<file path="config.mk">
export PLATFORM = sky130hd
export DESIGN_NAME = smwsp_seq
export DESIGN_NICKNAME = d
export VERILOG_FILES = /design/src/rtl/smwsp_pkg.sv /design/src/rtl/smwsp_seq.sv
export VERILOG_INCLUDE_DIRS = /design/src /design/src/rtl
export SDC_FILE = /design/constraint.sdc
export NUM_CORES = 1
export LEC_CHECK = 0
export BUFFER_PORTS_ARGS = -buffer_cell sky130_fd_sc_hd__clkbuf_2
export CORE_UTILIZATION = 45
export CTS_CLUSTER_DIAMETER = 150
export DETAILED_ROUTE_END_ITERATION = 8
export HOLD_SLACK_MARGIN = 0.06
export PLACE_DENSITY = 0.63
export SLEW_MARGIN = 20
export SYNTH_ARGS = -nofsm -noshare
export SYNTH_HDL_FRONTEND = slang
export SYNTH_SLANG_ARGS = --single-unit
</file>
<file path="constraint.sdc">
create_clock -name ref_clk -period 16.1 [get_ports ref_clk]
set_input_delay 2.415 -clock ref_clk [delete_from_list [all_inputs] [get_ports ref_clk]]
set_output_delay 2.415 -clock ref_clk [all_outputs]
set_load 0.01 [all_outputs]
</file>
<file path="src/rtl/smwsp_defs.svh">
// constants for the static memory wait, slow-clock and page sequencer
`ifndef SMWSP_DEFS_SVH
`define SMWSP_DEFS_SVH

`define SMWSP_CNT_W 10
`define SMWSP_CS_W 3
// slow-clock read waveform
`define SMWSP_SLOW_RD_SETUP 10'h001
`define SMWSP_SLOW_RD_PULSE 10'h001
`define SMWSP_SLOW_CS_RD_SETUP 10'h000
`define SMWSP_SLOW_CS_RD_PULSE 10'h002
`define SMWSP_SLOW_RD_CYCLE 10'h002
// slow-clock write waveform
`define SMWSP_SLOW_WR_SETUP 10'h001
`define SMWSP_SLOW_WR_PULSE 10'h001
`define SMWSP_SLOW_CS_WR_SETUP 10'h000
`define SMWSP_SLOW_CS_WR_PULSE 10'h003
`define SMWSP_SLOW_WR_CYCLE 10'h003
// external wait modes
`define SMWSP_WAIT_FROZEN 2'h2
`define SMWSP_WAIT_READY 2'h3
// page size selections
`define SMWSP_PS_4 2'h0
`define SMWSP_PS_8 2'h1
`define SMWSP_PS_16 2'h2
// data bus widths
`define SMWSP_DBW_16 2'h1
`define SMWSP_DBW_32 2'h2

`endif

</file>
<file path="src/rtl/smwsp_pkg.sv">
// types shared by the static memory wait, slow-clock and page sequencer
`include "smwsp_defs.svh"
`default_nettype none
package smwsp_pkg;

  // one waveform: lengths in master clock cycles
  typedef struct packed {
    logic [`SMWSP_CNT_W-1:0] setup;
    logic [`SMWSP_CNT_W-1:0] pulse;
    logic [`SMWSP_CNT_W-1:0] cs_setup;
    logic [`SMWSP_CNT_W-1:0] cs_pulse;
    logic [`SMWSP_CNT_W-1:0] cycle;
  } smwsp_tim_t;

  // configuration of the chip select being requested
  typedef struct packed {
    smwsp_tim_t rd;
    smwsp_tim_t wr;
    logic page_mode_enable;
    logic [1:0] page_size_sel;
    logic byte_access_type;
    logic [1:0] external_wait_mode;
    logic [1:0] data_bus_width;
  } smwsp_cfg_t;

  typedef enum logic [3:0] {
    SMWSP_IDLE = 4'h1,
    SMWSP_RELOAD = 4'h2,
    SMWSP_BREAK = 4'h4,
    SMWSP_RUN = 4'h8
  } smwsp_state_t;

endpackage
`default_nettype wire

</file>
<file path="src/rtl/smwsp_seq.sv">
// access sequencer: external wait, slow-clock waveforms, page-mode reads
//
// Behaviour
// - wait input: two sync flops, one decision
// - slow clock overrides every chip select waveform
// - slow reads: 1,1,0,2, cycle 2
// - slow writes: 1,1,0,3, cycle 3
// - running transfer finishes with its own set
// - one reload wait on mode change
// - page bursts only when page mode enabled
// - pages aligned to 4/8/16/32 bytes
// - drop low address bits for wide memories
// - page reads: strobe and select held low
// - first access long pulse, then short
// - page reads ignore setups and cycle
// - page timings used unchecked as programmed
// - byte access type kept in page mode
// - same select and page: short hit
// - other page or select: long access
// - foreign access between breaks the page
// - wait sampled only in strobe pulse
`include "smwsp_defs.svh"
`default_nettype none
module smwsp_seq #(
  parameter int CS_COUNT = 8,
  parameter int ADDR_W = 26
) (
  input wire logic ref_clk,
  input wire logic rst,
  input wire logic clk_en,
  input wire logic slow_clock_in,
  input wire logic ext_wait_n,
  input wire logic req_valid,
  input wire logic req_write,
  input wire logic [`SMWSP_CS_W-1:0] req_cs,
  input wire logic [ADDR_W-1:0] req_addr,
  input wire smwsp_pkg::smwsp_cfg_t req_cfg,
  input wire logic other_access,
  output logic req_ready,
  output logic xfer_done,
  output logic [CS_COUNT-1:0] chip_select_n,
  output logic read_strobe_n,
  output logic write_strobe_n,
  output logic [ADDR_W-1:0] mem_addr,
  output logic byte_select_mode,
  output logic page_hit,
  output logic slow_mode_active,
  output logic reload_wait
);

  // refuse sizes the decode cannot serve
  if (CS_COUNT < 1 || CS_COUNT > (1 << `SMWSP_CS_W))
  begin : g_bad_cs
    $error("CS_COUNT out of range");
  end
  if (ADDR_W < 6)
  begin : g_bad_addr
    $error("ADDR_W too small for 32-byte pages");
  end

  localparam int CW = `SMWSP_CNT_W;

  // page number: address with in-page bits cleared
  function automatic logic [ADDR_W-1:0] page_base(
    input logic [ADDR_W-1:0] a,
    input logic [1:0] ps
  );
    logic [ADDR_W-1:0] m;
    m = '1;
    case (ps)
      `SMWSP_PS_4: m[1:0] = '0;
      `SMWSP_PS_8: m[2:0] = '0;
      `SMWSP_PS_16: m[3:0] = '0;
      default: m[4:0] = '0;
    endcase
    return a & m;
  endfunction

  // true while c lies in [s, s+l)
  function automatic logic in_win(
    input logic [CW-1:0] c,
    input logic [CW-1:0] s,
    input logic [CW-1:0] l
  );
    logic [CW:0] e;
    e = {1'b0, s} + {1'b0, l};
    return ({1'b0, c} >= {1'b0, s}) && ({1'b0, c} < e);
  endfunction

  // wait pin synchroniser: first flop feeds only the second
  logic wait_s1_reg;
  logic wait_s2_reg;
  always_ff @(posedge ref_clk)
  begin
    if (rst)
    begin
      wait_s1_reg <= 1'b1;
      wait_s2_reg <= 1'b1;
    end
    else if (clk_en)
    begin
      wait_s1_reg <= ext_wait_n;
      wait_s2_reg <= wait_s1_reg;
    end
  end

  smwsp_pkg::smwsp_state_t state_reg, state_next;
  logic [CW-1:0] cnt_reg, cnt_next;
  smwsp_pkg::smwsp_tim_t tim_reg, tim_next;
  logic wr_reg, wr_next;
  logic [`SMWSP_CS_W-1:0] cs_reg, cs_next;
  logic [1:0] wmode_reg, wmode_next;
  logic page_run_reg, page_run_next;
  logic open_reg, open_next;
  logic pvalid_reg, pvalid_next;
  logic [`SMWSP_CS_W-1:0] pcs_reg, pcs_next;
  logic [ADDR_W-1:0] pbase_reg, pbase_next;
  logic slow_reg, slow_next;
  logic ready_next, done_next, hit_next, bat_next, reload_next;
  logic rd_n_next, wr_n_next;
  logic [ADDR_W-1:0] addr_next;
  logic [CS_COUNT-1:0] cs_n_next;

  logic take, hit, page_req, stall, waiting, rd_low, cs_low;
  logic [CW:0] pulse_end;
  logic [CW-1:0] short_p;
  smwsp_pkg::smwsp_tim_t slow_rd, slow_wr, page_t;

  // fixed slow-clock waveforms
  always_comb
  begin
    slow_rd = '{`SMWSP_SLOW_RD_SETUP, `SMWSP_SLOW_RD_PULSE,
      `SMWSP_SLOW_CS_RD_SETUP, `SMWSP_SLOW_CS_RD_PULSE,
      `SMWSP_SLOW_RD_CYCLE};
    slow_wr = '{`SMWSP_SLOW_WR_SETUP, `SMWSP_SLOW_WR_PULSE,
      `SMWSP_SLOW_CS_WR_SETUP, `SMWSP_SLOW_CS_WR_PULSE,
      `SMWSP_SLOW_WR_CYCLE};
  end

  // request decode and page hit test
  always_comb
  begin
    take = req_ready && req_valid;
    hit = pvalid_reg && (pcs_reg == req_cs) &&
      (pbase_reg == page_base(req_addr, req_cfg.page_size_sel));
    // page bursts only for normal-speed reads with page mode on
    page_req = !req_write && req_cfg.page_mode_enable && !slow_reg;
    // long pulse on a new page, short one on a hit
    short_p = hit ? req_cfg.rd.pulse : req_cfg.rd.cs_pulse;
    // setups and cycle dropped; no check that tpa >= tsa
    page_t = '{'0, short_p, '0, short_p, short_p};
  end

  // wait decision on the synchronised level, pulse phase only
  always_comb
  begin
    pulse_end = {1'b0, tim_reg.setup} + {1'b0, tim_reg.pulse};
    waiting = !wait_s2_reg && !page_run_reg && !slow_reg;
    stall = 1'b0;
    if (state_reg == smwsp_pkg::SMWSP_RUN && waiting)
    begin
      if (wmode_reg == `SMWSP_WAIT_FROZEN)
        stall = in_win(cnt_reg, tim_reg.setup, tim_reg.pulse);
      else if (wmode_reg == `SMWSP_WAIT_READY)
        stall = ({1'b0, cnt_reg} + 11'h001) == pulse_end;
    end
  end

  // sequencer next state
  always_comb
  begin
    state_next = state_reg;
    cnt_next = cnt_reg;
    tim_next = tim_reg;
    wr_next = wr_reg;
    cs_next = cs_reg;
    wmode_next = wmode_reg;
    page_run_next = page_run_reg;
    open_next = open_reg;
    pvalid_next = pvalid_reg;
    pcs_next = pcs_reg;
    pbase_next = pbase_reg;
    slow_next = slow_reg;
    addr_next = mem_addr;
    hit_next = page_hit;
    bat_next = byte_select_mode;
    done_next = 1'b0;
    case (state_reg)
      smwsp_pkg::SMWSP_IDLE:
      begin
        if (take)
        begin
          wr_next = req_write;
          cs_next = req_cs;
          wmode_next = req_cfg.external_wait_mode;
          bat_next = req_cfg.byte_access_type;
          addr_next = req_addr;
          // narrow lanes are not part of the word address
          if (req_cfg.data_bus_width == `SMWSP_DBW_16)
            addr_next[0] = 1'b0;
          else if (req_cfg.data_bus_width == `SMWSP_DBW_32)
            addr_next[1:0] = 2'h0;
          page_run_next = page_req;
          hit_next = page_req && hit;
          cnt_next = '0;
          if (slow_reg)
            tim_next = req_write ? slow_wr : slow_rd;
          else if (page_req)
            tim_next = page_t;
          else
            tim_next = req_write ? req_cfg.wr : req_cfg.rd;
          // record the page this read opens
          pvalid_next = page_req;
          pcs_next = req_cs;
          pbase_next = page_base(req_addr, req_cfg.page_size_sel);
          // a held page closes unless this read hits it
          if (open_reg && !(page_req && hit))
          begin
            open_next = 1'b0;
            state_next = smwsp_pkg::SMWSP_BREAK;
          end
          else
            state_next = smwsp_pkg::SMWSP_RUN;
        end
        else if (other_access)
        begin
          // foreign access lifts the select and forgets the page
          open_next = 1'b0;
          pvalid_next = 1'b0;
        end
        else if (slow_clock_in != slow_reg)
        begin
          // switch only between transfers, so a running one kept its set
          slow_next = slow_clock_in;
          open_next = 1'b0;
          pvalid_next = 1'b0;
          state_next = smwsp_pkg::SMWSP_RELOAD;
        end
      end
      smwsp_pkg::SMWSP_RELOAD:
        state_next = smwsp_pkg::SMWSP_IDLE;
      smwsp_pkg::SMWSP_BREAK:
        state_next = smwsp_pkg::SMWSP_RUN;
      smwsp_pkg::SMWSP_RUN:
      begin
        if (!stall)
        begin
          if ({1'b0, cnt_reg} + 11'h001 >= {1'b0, tim_reg.cycle})
          begin
            done_next = 1'b1;
            open_next = page_run_reg;
            state_next = smwsp_pkg::SMWSP_IDLE;
          end
          else
            cnt_next = cnt_reg + 10'h001;
        end
      end
      default:
        state_next = smwsp_pkg::SMWSP_IDLE;
    endcase
  end

  // pin levels for the cycle being entered
  always_comb
  begin
    rd_low = 1'b0;
    cs_low = open_next;
    if (state_next == smwsp_pkg::SMWSP_RUN)
    begin
      rd_low = in_win(cnt_next, tim_next.setup, tim_next.pulse);
      cs_low = cs_low ||
        in_win(cnt_next, tim_next.cs_setup, tim_next.cs_pulse);
    end
    rd_n_next = !(rd_low && !wr_next) && !(open_next && !wr_next);
    wr_n_next = !(rd_low && wr_next);
    ready_next = (state_next == smwsp_pkg::SMWSP_IDLE) &&
      (slow_clock_in == slow_next);
    reload_next = state_next == smwsp_pkg::SMWSP_RELOAD;
    cs_n_next = '1;
    for (int i = 0; i < CS_COUNT; i++)
      if (cs_low && cs_next == i[`SMWSP_CS_W-1:0])
        cs_n_next[i] = 1'b0;
  end

  // sequencer registers; page record empty after reset
  always_ff @(posedge ref_clk)
  begin
    if (rst)
    begin
      state_reg <= smwsp_pkg::SMWSP_IDLE;
      cnt_reg <= '0;
      tim_reg <= '0;
      wr_reg <= 1'b0;
      cs_reg <= '0;
      wmode_reg <= 2'h0;
      page_run_reg <= 1'b0;
      open_reg <= 1'b0;
      pvalid_reg <= 1'b0;
      pcs_reg <= '0;
      pbase_reg <= '0;
      slow_reg <= 1'b0;
      req_ready <= 1'b0;
      xfer_done <= 1'b0;
      read_strobe_n <= 1'b1;
      write_strobe_n <= 1'b1;
      mem_addr <= '0;
      byte_select_mode <= 1'b0;
      page_hit <= 1'b0;
      reload_wait <= 1'b0;
    end
    else if (clk_en)
    begin
      state_reg <= state_next;
      cnt_reg <= cnt_next;
      tim_reg <= tim_next;
      wr_reg <= wr_next;
      cs_reg <= cs_next;
      wmode_reg <= wmode_next;
      page_run_reg <= page_run_next;
      open_reg <= open_next;
      pvalid_reg <= pvalid_next;
      pcs_reg <= pcs_next;
      pbase_reg <= pbase_next;
      slow_reg <= slow_next;
      req_ready <= ready_next;
      xfer_done <= done_next;
      read_strobe_n <= rd_n_next;
      write_strobe_n <= wr_n_next;
      mem_addr <= addr_next;
      byte_select_mode <= bat_next;
      page_hit <= hit_next;
      reload_wait <= reload_next;
    end
  end

  // slow mode flag straight from its flop
  always_comb
  begin
    slow_mode_active = slow_reg;
  end

  // one flop per chip select pin
  for (genvar g = 0; g < CS_COUNT; g++)
  begin : g_cs
    always_ff @(posedge ref_clk)
    begin
      if (rst)
        chip_select_n[g] <= 1'b1;
      else if (clk_en)
        chip_select_n[g] <= cs_n_next[g];
    end
  end

endmodule
`default_nettype wire

</file>
Word-level counts from Yosys, hierarchy flattened
Index checks and enable logic that the tools add are counted.

word-level totals
  flip-flop bits (word level) = 146
  output and inout port bits = 42

operators by class
  $add $sub $neg = 5
  $lt $le $gt $ge = 7
  eq/ne operators = 24
  mux-type cells = 66
  bitwise operators = 2
  reductions and logical operators = 43

operators by type and width
  operator                                                         count
  50-bit two-way mux                                               5
  26-bit bitwise AND                                               2
  1-bit two-way mux                                                42
  10-bit two-way mux                                               4
  10-bit by 10-bit adder with 11-bit output                        3
  10-bit by 11-bit less-than comparator with 1-bit output          3
  10-bit greater-or-equal comparator                               3
  26-bit == test                                                   1
  1-bit logical AND                                                26
  4-bit two-way mux                                                6
  10-bit case mux with 2 select lines                              1
  3-bit == test, second input constant                             4
  4-bit case mux with 3 select lines                               1
  10-bit by 1-bit adder with 11-bit output, second input constant  1
  11-bit == test                                                   1
  11-bit by 10-bit greater-or-equal comparator with 1-bit output   1
  11-bit two-way mux                                               1
  10-bit by 1-bit adder with 10-bit output, second input constant  1
  1-bit zero test                                                  9
  2-bit == test, second input constant                             4
  4-bit by 1-bit == test with 1-bit output, second input constant  2
  4-bit == test, second input constant                             2
  3-bit by 2-bit == test with 1-bit output, second input constant  2
  2-bit two-way mux                                                3
  other kinds (16)                                                 19

Depth between registers and ports, before layout
  depth in word-level cells = 18
  mapped depth = 28
  mapped depth without buffers = 27

Worst setup path after synthesis
OpenSTA, ideal clock, no wires.

  kind = input -> register
  start point = in req_valid
  end point = reg read_strobe_n
  arrival time = 7.559 ns
  setup slack = 8.421 ns
  stages = 23
  path through = nand2_1 -> nor4_1 -> clkbuf_1 -> buf_1 -> mux2i_1 -> inv_1 -> fa_1 -> a21o_1 -> a21oi_1 -> o21bai_1 -> a21oi_1 -> o21bai_1 -> a21oi_1 -> xor2_1 -> ha_1 -> a21o_1 -> a21oi_1 -> o21ai_0 -> a2111oi_0 -> nand3_1 -> o21a_1 -> a211oi_1 -> o21bai_1

RTL lines
  item                    RTL line          source
  start: declaration      smwsp_seq.sv:33   input wire logic req_valid,
  end signal: assignment  smwsp_seq.sv:327  read_strobe_n <= rd_n_next;
  end: declaration        smwsp_seq.sv:42   output logic read_strobe_n,

==> results.ini <==
[sta]
drv_slew=0
grt_setup_unrepaired=no
fin_ws_ps=8440
setup_tns_ps=0
hold-worst-slack_ps=453
tightest_slew_ps=1090
setup_violations=0
hold_viol_final=0
fin_crit_ps=7660
max-slew-margin-rel_pct=26.3
finalClockSkew_ps=7.46
post-route-period-util_pct=47.6
fmaxAchievable_ghz=0.131

[cts]
cts.sinks=123
hold_buffers=0
root_buffer=clkbuf_16
cts_buffers=17
clkTransAtPathRegs_ps=60
h-tree-depth=4
clock_latency_ps=430
cts_buffer_depth=2
cts.repair.resized=0
cts_tree=yes
post_cts_buffers=0

[global_routing]
grt_pass1_vias=8553
grt_pass1_wl_um=45100
overflow=0
grt_usage_pct=26.0
antenna_found_initial=0
grt_max_degree=77

[cells_and_area]
stdcell_count=1628
drive_above_1_share_pct=18.4
largest_reg_flops=50
antenna_cells=0
final_nets=1587
syn_to_final_growth_pct=16.4

[detailed_routing]
wl_per_cell_um=17.6
drtIter0Drc=525
viasPerCell=5.61
vias=9133
dr.pass1.iters=5
detail-route-antenna-nets=0
drc_errors=0
routed_wl_um=28600

[logic_synthesis]
syn_area_per_cell_um2=8.03
syn_nets=1461
ys_ff_latch=123
netlist-cell-type-count=76
yosys-top-cells-area=dfxtp_1 (25%), ha_1 (13%), mux2i_1 (8.9%)
synth_edf_count=0
synth_area_um2=9740
yosys_warnings=0
synth_cells=1214
synth_top_area_cell=dfxtp_1
async_reset_ff_share_pct=0
ys_seq_area_share_pct=25.3
ys.flop_type=dfxtp_1
synth_top_area_share_pct=25.3

[place]
post-place-cells=1595
io_buffer_count=186
gp_congestion=0.880
dp_hpwl_um=21400
pre_cts_ws_ps=8130

[critical_path]
criticalPathCategory=input port to flip-flop
cp_max_fo=56
r2r_setup_slack_ps=9040
crit_start=req_write
arrival_ps=7970
cp.required_ps=16410
reg2regPathDepth=24
reg2reg_to=read_strobe_n$_SDFFE_PP1P_
critPathCapture=read_strobe_n$_SDFFE_PP1P_
cp-start-kind=input port
end_kind=flip-flop
r2r-start=cnt_reg[0]$_SDFFE_PP0P_

[power_and_ir_drop]
p_leak_nw=5.19
vdd_ir_drop_max_mv=0.0651
power_density_nw_per_um2=76.8

[die]
rows=53
die_y_um=149
start_util_pct=46.1
dieArea_um2=22200
die_w_um=149
core-area_um2=21200
ios=187

[run]
max-cap-violations=0

[run_status]
status=complete, no violations

[hold_path]
holdCritPathClass=flip-flop to flip-flop

## stage by stage
stage	power [mW]	cell area [µm²]	utilization, %
6_report	0.871	11300	53.6
5_1_grt	0.906	11300	53.6
4_1_cts	0.877	11300	53.5
3_5_place_dp	0.461	10700	50.5
3_3_place_gp	0.460	10700	50.5
2_1_floorplan	0.415	9740	-
## cells by family (layout without fill, tap and decap cells)
group / after synthesis / count (layout) / share of synthesized area [%]
XOR/XNOR: 63 / 63 / 6.18
adder cells (fa/ha/maj): 102 / 102 / 13.3
AO/OA/AOI/OAI: 310 / 310 / 21.8
buffers and inverters: 145 / 284 / 6.54
AND/OR/NAND/NOR: 383 / 383 / 17.9
multiplexers: 88 / 88 / 9.05
flip-flops: 123 / 123 / 25.3
## power breakdown
part	leakage, nW	switching [mW]	internal, mW
registers	0.996	0.00694	0.311
logic	3.89	0.0804	0.0582
clock network	0.300	0.159	0.255
## worst min-delay path by stage
stage | from | endpoint | slack (ps) | cells past startpoint
2_1_floorplan | wait_s1_reg$_SDFFE_PP1P_ | wait_s2_reg$_SDFFE_PP1P_ | 430 | 1
3_3_place_gp | wait_s1_reg$_SDFFE_PP1P_ | wait_s2_reg$_SDFFE_PP1P_ | 440 | 1
3_5_place_dp | wait_s1_reg$_SDFFE_PP1P_ | wait_s2_reg$_SDFFE_PP1P_ | 440 | 1
4_1_cts | cs_reg[1]$_SDFFE_PP0P_ | cs_reg[1]$_SDFFE_PP0P_ | 450 | 2
5_1_grt | byte_select_mode$_SDFFE_PP0P_ | byte_select_mode$_SDFFE_PP0P_ | 470 | 2
6_report | cs_reg[1]$_SDFFE_PP0P_ | cs_reg[1]$_SDFFE_PP0P_ | 450 | 2
## layout by cell type, fill, tap and decap left out, drive strengths merged, types with 6 or more instances in the layout
master / instances
a211oi: 25
a21o: 27
a21oi: 104
a22o: 7
a22oi: 18
a32o: 14
buf: 11
clkbuf: 203
dfxtp: 123
ha: 99
inv: 63
mux2i: 87
nand2: 159
nand2b: 16
nand3: 22
nand4: 9
nor2: 103
nor2b: 10
nor3: 26
nor4: 6
o211ai: 8
o21a: 6
o21ai: 40
o21bai: 9
o32a: 9
xnor2: 29
xor2: 31
## metal layers
| layer | vias to the layer above | GRT usage [%] | routed length (µm) | part of all wire [%] |
|---|---|---|---|---|
| li1 | 4574 | - | - | - |
| met1 | 4244 | 34.6 | 13300 | 46 |
| met2 | 270 | 42.0 | 13100 | 46 |
| met3 | 45 | 5.05 | 1600 | 5.6 |
| met4 | 0 | 8.52 | 639 | 2.2 |
| met5 | - | 0 | 0 | 0 |
## cells in the mapped netlist (18+ instances only)
master    instances
clkbuf_1         53
xnor2_1          28
o21ai_0          35
nand3_1          22
nand2_1         159
a22oi_1          18
nor2_1          101
nor3_1           25
buf_4            21
xor2_1           31
ha_1             99
dfxtp_1         123
a21o_1           27
a21oi_1         104
a211oi_1         25
mux2i_1          87
inv_1            57
## final cells by class
| type | count | area [µm²] |
|---|---|---|
| repair buffers | 195 | 1020 |
| well taps | 275 | 344 |
| flip-flops and latches | 123 | 2460 |
| inverters | 57 | 214 |
| clock buffers | 19 | 453 |
| multi-input cells | 946 | 6670 |
| clock inverters | 13 | 176 |
| fillers | 2025 | 9820 |
## worst max-delay path, stage by stage
cell and delay (ps):
buf_2 70, buf_4 650, nand2b_1 270, or2_2 410
nor2_1 150, a221o_1 300, a22o_1 260, ha_1 310
a21o_1 160, a21oi_1 240, o21bai_1 110, a21oi_1 240
o21bai_1 100, a21oi_1 240, o21bai_1 100, a21oi_1 180
xor2_1 200, ha_1 270, a21oi_1 150, o21ai_0 150
a2111oi_0 300, nand3_1 130, o21a_1 220, a211oi_1 230
o21bai_1 80
No activity file was read; power rests on OpenSTA's default activity.
